`src/verilog/efs_pkg.sv`:
```
// constants of the error flag and event status bank
package efs_pkg;
	localparam int WORD_W = 16;
	localparam int ADDR_W = 8;
	localparam int CHANNELS = 4;
	localparam logic [ADDR_W-1:0] ERROR_FLAG_WORD_ADDR = 8'h00;
	localparam logic [ADDR_W-1:0] CHANNEL1_EVENT_WORD_ADDR = 8'h01;
	localparam logic [ADDR_W-1:0] RANGE_ERROR_LOCATION_ADDR = 8'hFC;
	localparam int FLAG_SUMMARY = 0;
	localparam int FLAG_RANGE = 1;
	localparam int FLAG_SUPPLY = 2;
	localparam int FLAG_BACKUP = 3;
	localparam int FLAG_TUNE0 = 4;
	localparam int FLAG_ADJUST = 8;
	localparam int FLAG_JUNCTION = 9;
	localparam int FLAG_CONVERT = 10;
	localparam int EVT_OVER = 0;
	localparam int EVT_UNDER = 1;
	localparam int EVT_JUNCTION = 2;
	localparam int EVT_CONVERT = 3;
	localparam int EVT_ALARM0 = 4;
	localparam int EVT_LOOP = 8;
	localparam int EVT_HEATER = 9;
	localparam int EVT_OFFCUR = 10;
	localparam logic [WORD_W-1:0] FLAG_RESET = 16'h0000;
	localparam logic [WORD_W-1:0] EVENT_RESET = 16'h0000;
	localparam logic [WORD_W-1:0] RANGE_LOC_RESET = 16'h0000;
	localparam logic [WORD_W-1:0] UNUSED_READ = 16'h0000;
endpackage

```
`src/verilog/efs_status.sv`:
```
// error flag word, channel 1 event word and range error location
`timescale 1ns/1ps
module efs_status
	import efs_pkg::*;
(
	// clock and reset
	input wire logic sys_clk,
	input wire logic rstn,
	// host buffer memory read port
	input wire logic [ADDR_W-1:0] buffer_memory_word_addr,
	output logic [WORD_W-1:0] buffer_memory_word_rdata,
	// host writes checked by the setting store
	input wire logic setting_write,
	input wire logic setting_out_of_range,
	input wire logic [WORD_W-1:0] setting_word_number,
	// error reset command pulse
	input wire logic error_reset,
	// device error causes
	input wire logic supply_missing,
	input wire logic backup_failed,
	input wire logic backup_busy,
	input wire logic backup_command,
	input wire logic [CHANNELS-1:0] tuning_abnormal_end,
	input wire logic adjust_data_error,
	// channel 1 causes
	input wire logic input_over_scale,
	input wire logic input_under_scale,
	input wire logic junction_data_error,
	input wire logic convert_value_error,
	input wire logic [3:0] alarm_active,
	input wire logic loop_break_alarm,
	input wire logic heater_break_alarm,
	input wire logic off_current_error,
	// monitor copies for peripheral equipment
	output logic [WORD_W-1:0] error_flag_word,
	output logic [WORD_W-1:0] channel1_event_word,
	output logic [WORD_W-1:0] range_error_location
);
	logic backup_command_d;
	logic [WORD_W-1:0] flag_cause;
	logic [WORD_W-1:0] next_flag;
	logic [WORD_W-1:0] event_cause;
	logic [WORD_W-1:0] next_event;
	logic range_hit;
	logic backup_abort;

	// bank decode used by read mux
	function automatic logic is_addr(input logic [ADDR_W-1:0] a, input logic [ADDR_W-1:0] b);
		return a == b;
	endfunction

	assign range_hit = setting_write & setting_out_of_range;
	// backup command dropped while the backup still runs
	assign backup_abort = backup_command_d & ~backup_command & backup_busy;

	always_comb begin
		flag_cause = '0;
		flag_cause[FLAG_RANGE] = range_hit;
		flag_cause[FLAG_SUPPLY] = supply_missing;
		flag_cause[FLAG_BACKUP] = backup_failed | backup_abort;
		flag_cause[FLAG_TUNE0 +: CHANNELS] = tuning_abnormal_end;
		flag_cause[FLAG_ADJUST] = adjust_data_error;
		flag_cause[FLAG_JUNCTION] = junction_data_error;
		flag_cause[FLAG_CONVERT] = convert_value_error;
	end

	always_comb begin
		event_cause = '0;
		event_cause[EVT_OVER] = input_over_scale;
		event_cause[EVT_UNDER] = input_under_scale;
		event_cause[EVT_JUNCTION] = junction_data_error;
		event_cause[EVT_CONVERT] = convert_value_error;
		event_cause[EVT_ALARM0 +: 4] = alarm_active;
		event_cause[EVT_LOOP] = loop_break_alarm;
		event_cause[EVT_HEATER] = heater_break_alarm;
		event_cause[EVT_OFFCUR] = off_current_error;
	end

	// sticky bits; a cause present during reset wins over the clear
	logic [WORD_W-1:0] flag_kept;
	logic [WORD_W-1:0] event_kept;
	assign flag_kept = error_reset ? '0 : error_flag_word;
	assign event_kept = error_reset ? '0 : channel1_event_word;

	always_comb begin
		next_flag = flag_kept | flag_cause;
		next_flag[FLAG_SUMMARY] = |next_flag[FLAG_CONVERT:FLAG_RANGE];
		next_flag[WORD_W-1:FLAG_CONVERT+1] = '0;
		next_event = event_kept | event_cause;
		next_event[WORD_W-1:EVT_OFFCUR+1] = '0;
	end

	always_ff @(posedge sys_clk or negedge rstn) begin
		if (!rstn) begin
			error_flag_word <= FLAG_RESET;
			channel1_event_word <= EVENT_RESET;
			range_error_location <= RANGE_LOC_RESET;
			backup_command_d <= 1'b0;
		end else begin
			error_flag_word <= next_flag;
			channel1_event_word <= next_event;
			backup_command_d <= backup_command;
			if (range_hit) begin
				range_error_location <= setting_word_number;
			end
		end
	end

	// read map for the host
	wire sel_flag = is_addr(buffer_memory_word_addr, ERROR_FLAG_WORD_ADDR);
	wire sel_evt = is_addr(buffer_memory_word_addr, CHANNEL1_EVENT_WORD_ADDR);
	wire sel_loc = is_addr(buffer_memory_word_addr, RANGE_ERROR_LOCATION_ADDR);
	assign buffer_memory_word_rdata = sel_flag ? error_flag_word :
		sel_evt ? channel1_event_word :
		sel_loc ? range_error_location : UNUSED_READ;

	a_summary_bit: assert property (@(posedge sys_clk) disable iff (!rstn)
		error_flag_word[FLAG_SUMMARY] == |error_flag_word[FLAG_CONVERT:FLAG_RANGE])
		else $error("summary bit disagrees with flag bits");
	a_range_flag: assert property (@(posedge sys_clk) disable iff (!rstn)
		range_hit |=> error_flag_word[FLAG_RANGE] && error_flag_word[FLAG_SUMMARY])
		else $error("range flag not set");
	a_range_location: assert property (@(posedge sys_clk) disable iff (!rstn)
		range_hit |=> range_error_location == $past(setting_word_number))
		else $error("range location not stored");
	a_supply_flag: assert property (@(posedge sys_clk) disable iff (!rstn)
		supply_missing |=> error_flag_word[FLAG_SUPPLY])
		else $error("supply flag not set");
	a_backup_abort: assert property (@(posedge sys_clk) disable iff (!rstn)
		backup_command ##1 (!backup_command && backup_busy) |=> error_flag_word[FLAG_BACKUP])
		else $error("backup abort not flagged");
	a_tune_flags: assert property (@(posedge sys_clk) disable iff (!rstn)
		|tuning_abnormal_end |=> (error_flag_word[FLAG_TUNE0 +: CHANNELS]
		& $past(tuning_abnormal_end)) == $past(tuning_abnormal_end))
		else $error("tuning flag missing");
	a_event_follow: assert property (@(posedge sys_clk) disable iff (!rstn)
		1'b1 |=> (channel1_event_word & $past(event_cause)) == $past(event_cause))
		else $error("event bit missing");
	a_flag_sticky: assert property (@(posedge sys_clk) disable iff (!rstn)
		(!error_reset && error_flag_word[FLAG_SUPPLY]) |=> error_flag_word[FLAG_SUPPLY])
		else $error("flag dropped without reset");
	a_reset_clears: assert property (@(posedge sys_clk) disable iff (!rstn)
		(error_reset && flag_cause == '0) |=> error_flag_word == '0)
		else $error("error reset did not clear");

	// flag word causes
	a_backup_fail: assert property (
		@(posedge sys_clk) disable iff (!rstn)
		backup_failed |=> error_flag_word[FLAG_BACKUP]
	) else $error("backup failure not flagged");

	a_adjust_flag: assert property (
		@(posedge sys_clk) disable iff (!rstn)
		adjust_data_error |=> error_flag_word[FLAG_ADJUST]
	) else $error("adjustment data flag not set");

	a_junction_flag: assert property (
		@(posedge sys_clk) disable iff (!rstn)
		junction_data_error |=> error_flag_word[FLAG_JUNCTION]
	) else $error("junction data flag not set");

	a_convert_flag: assert property (
		@(posedge sys_clk) disable iff (!rstn)
		convert_value_error |=> error_flag_word[FLAG_CONVERT]
	) else $error("converter flag not set");

	generate
		for (genvar c = 0; c < CHANNELS; c++) begin : g_tune_bit
			a_tune_bit: assert property (
				@(posedge sys_clk) disable iff (!rstn)
				tuning_abnormal_end[c] |=> error_flag_word[FLAG_TUNE0 + c]
			) else $error("channel tuning flag not set");
		end
	endgenerate

	a_flag_upper_zero: assert property (
		@(posedge sys_clk) disable iff (!rstn)
		error_flag_word[WORD_W-1:FLAG_CONVERT+1] == '0
	) else $error("unused flag bits set");

	a_in_range_write: assert property (
		@(posedge sys_clk) disable iff (!rstn)
		setting_write && !setting_out_of_range && !error_reset
		|=> error_flag_word[FLAG_RANGE] == $past(error_flag_word[FLAG_RANGE])
	) else $error("in-range write changed range flag");

	a_location_hold: assert property (
		@(posedge sys_clk) disable iff (!rstn)
		!range_hit |=> range_error_location == $past(range_error_location)
	) else $error("range location changed without error");

	// event word causes
	a_over_event: assert property (
		@(posedge sys_clk) disable iff (!rstn)
		input_over_scale |=> channel1_event_word[EVT_OVER]
	) else $error("over scale event not set");

	a_under_event: assert property (
		@(posedge sys_clk) disable iff (!rstn)
		input_under_scale |=> channel1_event_word[EVT_UNDER]
	) else $error("under scale event not set");

	a_junction_event: assert property (
		@(posedge sys_clk) disable iff (!rstn)
		junction_data_error |=> channel1_event_word[EVT_JUNCTION]
	) else $error("junction event not set");

	a_convert_event: assert property (
		@(posedge sys_clk) disable iff (!rstn)
		convert_value_error |=> channel1_event_word[EVT_CONVERT]
	) else $error("converter event not set");

	a_alarm_events: assert property (
		@(posedge sys_clk) disable iff (!rstn)
		alarm_active != 4'h0
		|=> (channel1_event_word[EVT_ALARM0 +: 4] & $past(alarm_active)) == $past(alarm_active)
	) else $error("alarm events missing");

	generate
		for (genvar k = 0; k < 4; k++) begin : g_alarm_bit
			a_alarm_bit: assert property (
				@(posedge sys_clk) disable iff (!rstn)
				alarm_active[k] |=> channel1_event_word[EVT_ALARM0 + k]
			) else $error("alarm event bit not set");
		end
	endgenerate

	a_loop_event: assert property (
		@(posedge sys_clk) disable iff (!rstn)
		loop_break_alarm |=> channel1_event_word[EVT_LOOP]
	) else $error("loop break event not set");

	a_heater_event: assert property (
		@(posedge sys_clk) disable iff (!rstn)
		heater_break_alarm |=> channel1_event_word[EVT_HEATER]
	) else $error("heater break event not set");

	a_offcur_event: assert property (
		@(posedge sys_clk) disable iff (!rstn)
		off_current_error |=> channel1_event_word[EVT_OFFCUR]
	) else $error("off current event not set");

	a_event_upper_zero: assert property (
		@(posedge sys_clk) disable iff (!rstn)
		channel1_event_word[WORD_W-1:EVT_OFFCUR+1] == '0
	) else $error("unused event bits set");

	// read map
	a_read_flag: assert property (
		@(posedge sys_clk) disable iff (!rstn)
		buffer_memory_word_addr == ERROR_FLAG_WORD_ADDR |-> buffer_memory_word_rdata == error_flag_word
	) else $error("flag word read wrong");

	a_read_event: assert property (
		@(posedge sys_clk) disable iff (!rstn)
		buffer_memory_word_addr == CHANNEL1_EVENT_WORD_ADDR
		|-> buffer_memory_word_rdata == channel1_event_word
	) else $error("event word read wrong");

	a_read_location: assert property (
		@(posedge sys_clk) disable iff (!rstn)
		buffer_memory_word_addr == RANGE_ERROR_LOCATION_ADDR
		|-> buffer_memory_word_rdata == range_error_location
	) else $error("range location read wrong");

	a_read_unused: assert property (
		@(posedge sys_clk) disable iff (!rstn)
		buffer_memory_word_addr != ERROR_FLAG_WORD_ADDR
		&& buffer_memory_word_addr != CHANNEL1_EVENT_WORD_ADDR
		&& buffer_memory_word_addr != RANGE_ERROR_LOCATION_ADDR
		|-> buffer_memory_word_rdata == UNUSED_READ
	) else $error("unmapped read not zero");

	// sticky bits and error reset
	generate
		for (genvar b = FLAG_RANGE; b <= FLAG_CONVERT; b++) begin : g_flag_hold
			a_flag_hold: assert property (
				@(posedge sys_clk) disable iff (!rstn)
				!error_reset && error_flag_word[b] |=> error_flag_word[b]
			) else $error("flag bit dropped without reset");
		end
	endgenerate

	generate
		for (genvar e = EVT_OVER; e <= EVT_OFFCUR; e++) begin : g_event_hold
			a_event_hold: assert property (
				@(posedge sys_clk) disable iff (!rstn)
				!error_reset && channel1_event_word[e] |=> channel1_event_word[e]
			) else $error("event bit dropped without reset");
		end
	endgenerate

	a_event_clear: assert property (
		@(posedge sys_clk) disable iff (!rstn)
		error_reset && event_cause == '0 |=> channel1_event_word == '0
	) else $error("error reset did not clear events");

	a_supply_reset_win: assert property (
		@(posedge sys_clk) disable iff (!rstn)
		error_reset && supply_missing |=> error_flag_word[FLAG_SUPPLY]
	) else $error("present supply cause lost at reset");

	a_backup_reset_win: assert property (
		@(posedge sys_clk) disable iff (!rstn)
		error_reset && backup_failed |=> error_flag_word[FLAG_BACKUP]
	) else $error("present backup cause lost at reset");

	a_range_reset_win: assert property (
		@(posedge sys_clk) disable iff (!rstn)
		error_reset && range_hit |=> error_flag_word[FLAG_RANGE] && error_flag_word[FLAG_SUMMARY]
	) else $error("range error lost at reset");

	a_convert_reset_win: assert property (
		@(posedge sys_clk) disable iff (!rstn)
		error_reset && convert_value_error
		|=> error_flag_word[FLAG_CONVERT] && channel1_event_word[EVT_CONVERT]
	) else $error("present converter cause lost at reset");

	a_alarm_reset_win: assert property (
		@(posedge sys_clk) disable iff (!rstn)
		error_reset && alarm_active[0] |=> channel1_event_word[EVT_ALARM0]
	) else $error("present alarm cause lost at reset");
endmodule

```
`config.mk`:
```
export PLATFORM = sky130hd
export DESIGN_NAME = efs_status
export DESIGN_NICKNAME = d
export VERILOG_FILES = /design/src/verilog/efs_pkg.sv /design/src/verilog/efs_status.sv
export SDC_FILE = /design/constraint.sdc
export NUM_CORES = 1
export LEC_CHECK = 0
export CAP_MARGIN = 10
export CORE_MARGIN = 3
export CORE_UTILIZATION = 66
export DETAILED_ROUTE_END_ITERATION = 6
export DONT_BUFFER_PORTS = 1
export HOLD_SLACK_MARGIN = 0.02
export PLACE_DENSITY = 0.89
export SLEW_MARGIN = 20
export SYNTH_ARGS = -nofsm -noshare
export SYNTH_HDL_FRONTEND = slang
export SYNTH_SLANG_ARGS = --single-unit
export TNS_END_PERCENT = 1
```
`constraint.sdc`:
```
create_clock -name sys_clk -period 3 [get_ports sys_clk]
set_input_delay 0.3 -clock sys_clk [delete_from_list [all_inputs] [get_ports sys_clk]]
set_output_delay 0.3 -clock sys_clk [all_outputs]
set_load 0.01 [all_outputs]
```
; Yosys cells after proc, flatten, opt, wreduce, memory -nomap -nowiden
; Cells that the tools add are included.
; Widths: inputs -> output; s select.
[word_totals]
regBits = 39
latchBits = 0
ram_bits = 0
rom_bits = 0
out_inout_bits = 64
wordCells = 20
n_memories = 0
[op_classes]
add_sub_neg = 0
multipliers = 0
n_div = 0
n_lt_le_gt_ge = 0
eq_ne = 2
shift = 0
n_mux = 5
n_bitwise = 7
reduce_logical = 2
[op_table]
columns = op, n
row1 = $mux 16, 3
row2 = $mux 11, 2
row3 = $or 11x11->11, 2
row4 = $reduce_or 10->1, 1
row5 = $eq 8x1->1 const B, 1
row6 = $eq 8x8->1 const B, 1
row7 = $logic_not 8->1, 1
row8 = $and 1x1->1, 3
row9 = $not 1->1, 1
row10 = $or 1x1->1, 1

; Depth between registers and ports, before layout
[logic_depth]
depth_word = 6
depth_mapped = 4
depth_no_buf = 3

; Worst setup path after synthesis
; OpenSTA, ideal clock, no wires.
[synth_path]
path_kind = input to output
startpoint = input port buffer_memory_word_addr[3]
endpoint = output port buffer_memory_word_rdata[10]
t_arrival_ns = 1.179
setup_slack_ns = 1.521
path_stages = 4
n_path_buf = 1
cell_sequence = nand4_1 > nor4_2 > buf_2 > o2bb2ai_1
[synth_via]
elab_chain_len = 4
[synth_rtl]
columns = item, line
row1 = start: declaration, efs_status.sv:10  ; input wire logic [ADDR_W-1:0] buffer_memory_word_addr,
row2 = $eq 8x8->1, efs_status.sv:49  ; return a == b;
row3 = $mux 16, efs_status.sv:115  ; sel_loc ? range_error_location : UNUSED_READ;
row4 = $mux 16, efs_status.sv:114  ; sel_evt ? channel1_event_word :
row5 = $mux 16 (*), efs_status.sv:113  ; assign buffer_memory_word_rdata = sel_flag ? error_flag_word :
row6 = end: declaration, efs_status.sv:11  ; output logic [WORD_W-1:0] buffer_memory_word_rdata,
; Every way passes the cells marked *; elsewhere a longest branch is shown, timed or not.

; Final worst setup path
[layout_path]
startpoint = input port buffer_memory_word_addr[7]
endpoint = output port buffer_memory_word_rdata[2]
; The elaborated chain is that of the path after synthesis.

==> flow_metrics.py <==
metrics = {
    "global_route": {
        "grt_max_degree": 40,
        "grt_antenna_before_repair": 0,
        "grt_use_total": 0.240,
        "grt_pass1_wl_um": 5870,
        "grt_overflow": 0,
        "grt_pass1_vias": 1251,
    },
    "sta": {
        "fin_tns_setup_ns": 0,
        "setup_viol": 0,
        "rsz0062_at_grt": "false",
        "hold_viol": 0,
        "slew_viol_final": 0,
        "slew_headroom": 0.535,
        "period_minus_slack_ns": 1.56,
        "finClkSkew_ns": 0.00755,
        "worst_hold_slack_ns": 0.0422,
        "worst_pin_slew_ns": 0.695,
        "fmaxAchievable_mhz": 640,
        "min_period_over_period": 0.521,
    },
    "route": {
        "wl_per_cell_um": 22.7,
        "viasPerCell": 6.63,
        "ant_nets": 0,
        "dr.pass1.iters": 4,
        "drc_errors": 0,
        "drt-total-wl_um": 3930,
        "vias": 1147,
        "first_iter_violations": 14,
    },
    "floorplanning": {
        "pin_count": 113,
        "num_rows": 18,
        "core_mm2": 0.00250,
        "die-area_mm2": 0.00333,
        "die_w_um": 57.7,
        "start_util": 0.705,
        "die_y_um": 57.7,
    },
    "critical_path": {
        "r2r_setup_slack_ns": 1.52,
        "end_kind": "output port",
        "reg2reg_to": "error_flag_word[0]",
        "crit_path_end": "buffer_memory_word_rdata[2]",
        "reg2reg_depth": 3,
        "arrival_ns": 1.26,
        "startpoint_type": "primary input",
        "required_ns": 2.70,
        "crit_fanout": 11,
        "r2r_start": "error_flag_word[9]",
        "setup.worst_path.start": "buffer_memory_word_addr[7]",
        "path_class": "in2out",
    },
    "synthesis": {
        "seq_area_frac_synth": 0.554,
        "synthesis.area_mm2": 0.00176,
        "netlist-cell-type-count": 24,
        "synthCells": 138,
        "synth-seq-cells": 39,
        "avgSynthCellArea_um2": 12.8,
        "synth-warning-count": 0,
    },
    "place": {
        "numPortBuffers": 0,
        "gp_congestion": 0.756,
    },
    "cts": {
        "cts_tree": "built",
        "clockRootBuffer": "clkbuf_4",
        "clock_latency_ns": 0.34,
        "htree_levels": 2,
        "cts_setup_buffers": 0,
        "clk_pin_slew_ns": 0.11,
        "clock-sinks": 39,
        "clock_path_buffers": 2,
        "cts-buffers-inserted": 5,
    },
    "cells_and_area": {
        "drive_above_1_share": 0.182,
        "area_growth_pct": 3.83,
        "n_antenna_cell": 0,
        "nNetsFinal": 191,
    },
    "status": {
        "status": "finished clean",
    },
    "hold_path": {
        "hold_class": "in2reg",
    },
    "power": {
        "power_density_mw_per_mm2": 550,
        "leakagePower_uw": 0.000819,
        "ir_drop_v": 0.000520,
    },
    "job": {
        "max_cap_viol_count": 0,
    },
}
[through the flow]
step | cells | worst slack (ns) | cell area [µm²] | total power (µW) | util
after floorplan | 147 | 1.52 | 1800 | 735 | -
after global placement | 162 | 1.48 | 1740 | 742 | 0.696
after detailed placement | 162 | 1.42 | 1740 | 751 | 0.696
after CTS | 173 | 1.42 | 1830 | 1010 | 0.732
after global routing | 173 | 1.32 | 1830 | 1050 | 0.732
final | 173 | 1.44 | 1830 | 1010 | 0.732
[repair_timing]
item / 4_1_cts / 5_1_grt
gates resized for setup: 0 / 0
endpoints found under the setup margin: 0 / 0
endpoints found under the hold margin: 40 / 0
hold buffers: 3 / 0
[logic make-up (layout without fill, tap and decap cells)]
logic type | Yosys count | after routing | synth area share
simple gates | 19 | 19 | 0.0667
mux | 27 | 27 | 0.165
buf+inv | 18 | 14 | 0.0617
compound gates | 34 | 34 | 0.151
flops | 39 | 39 | 0.554
other cells | 1 | 10 | 0.00213
[critical path, stage by stage]
cell       delay (ns)
nor4_1           0.28
nand2_1          0.31
o2bb2ai_1        0.37
[cell usage after synthesis]
library cell	instances	area, µm²
dfrtp_1	39	976
o21ai_0	1	5.00
and2_1	5	31.3
mux2_2	16	180
a21o_1	19	143
or3_1	1	6.26
o2bb2ai_1	11	96.3
a221o_1	1	10.0
nor4_2	1	12.5
nor3_1	1	5.00
buf_2	3	15.0
a211oi_1	1	7.51
conb_1	1	3.75
inv_1	1	3.75
nand4_1	1	6.26
a21oi_1	1	5.00
or4b_1	1	10.0
nand2_1	4	15.0
mux2i_1	11	110
nor4_1	4	25.0
clkbuf_1	3	11.3
nor2b_1	1	6.26
buf_4	10	75.1
inv_2	1	3.75
[placed cells by master (no fill, tap or decap), drive strengths merged]
| cell | synthesis | layout |
|---|---|---|
| nor2b | 1 | 1 |
| conb | 1 | 10 |
| o21ai | 1 | 1 |
| a21o | 19 | 19 |
| nor3 | 1 | 1 |
| o2bb2ai | 11 | 11 |
| mux2 | 16 | 16 |
| dlygate4sd3 | 0 | 2 |
| or3 | 1 | 1 |
| inv | 2 | 2 |
| a221o | 1 | 1 |
| a21oi | 1 | 1 |
| nand4 | 1 | 1 |
| clkbuf | 3 | 7 |
| clkinv | 0 | 1 |
| a211oi | 1 | 1 |
| and2 | 5 | 5 |
| dfrtp | 39 | 39 |
| mux2i | 11 | 11 |
| or4b | 1 | 1 |
| nand2 | 4 | 4 |
| buf | 13 | 2 |
| nor4 | 5 | 5 |
[routing by layer]
metal  GRT usage  wire length [µm]  vias to the layer above
met1       0.258              1400                      572
met5           0                 0                        -
met4      0.0993                58                        0
li1            -                 -                      493
met3      0.0935               440                        8
met2       0.419              2040                       74
[layout make-up]
cell class / count / area [µm²]
Clock buffer: 7 / 45.0
Clock inverter: 1 / 5.00
Multi-Input combinational cell: 90 / 712
Tap cell: 30 / 37.5
Fill cell: 161 / 669
Timing Repair Buffer: 4 / 47.5
Inverter: 2 / 7.51
Sequential cell: 39 / 976
[worst min-delay path by stage]
| stage | startpoint | endpoint | slack, ns | depth (start not counted) |
|---|---|---|---|---|
| after floorplan | rstn | backup_command_d | 0.004 | 0 |
| after global placement | rstn | channel1_event_word[8] | 0.005 | 0 |
| after detailed placement | rstn | error_flag_word[7] | 0.005 | 0 |
| after CTS | error_reset | error_flag_word[1] | 0.04 | 1 |
| after global routing | convert_value_error | channel1_event_word[3] | 0.02 | 1 |
| final | tuning_abnormal_end[1] | error_flag_word[5] | 0.04 | 1 |
[sequential cells by signal (all words and copies together), names as in the netlist]
signal / flops
range_error_location: 16
error_flag_word: 11
channel1_event_word: 11
backup_command_d: 1
[report_power, final]
group          internal, µW  leakage, µW  switching (µW)
Sequential              577     0.000435            76.4
Clock                  91.4    0.0000293             162
Combinational          53.5     0.000355            47.0
Total                   722     0.000819             285
(Power assumes the default switching activity.)
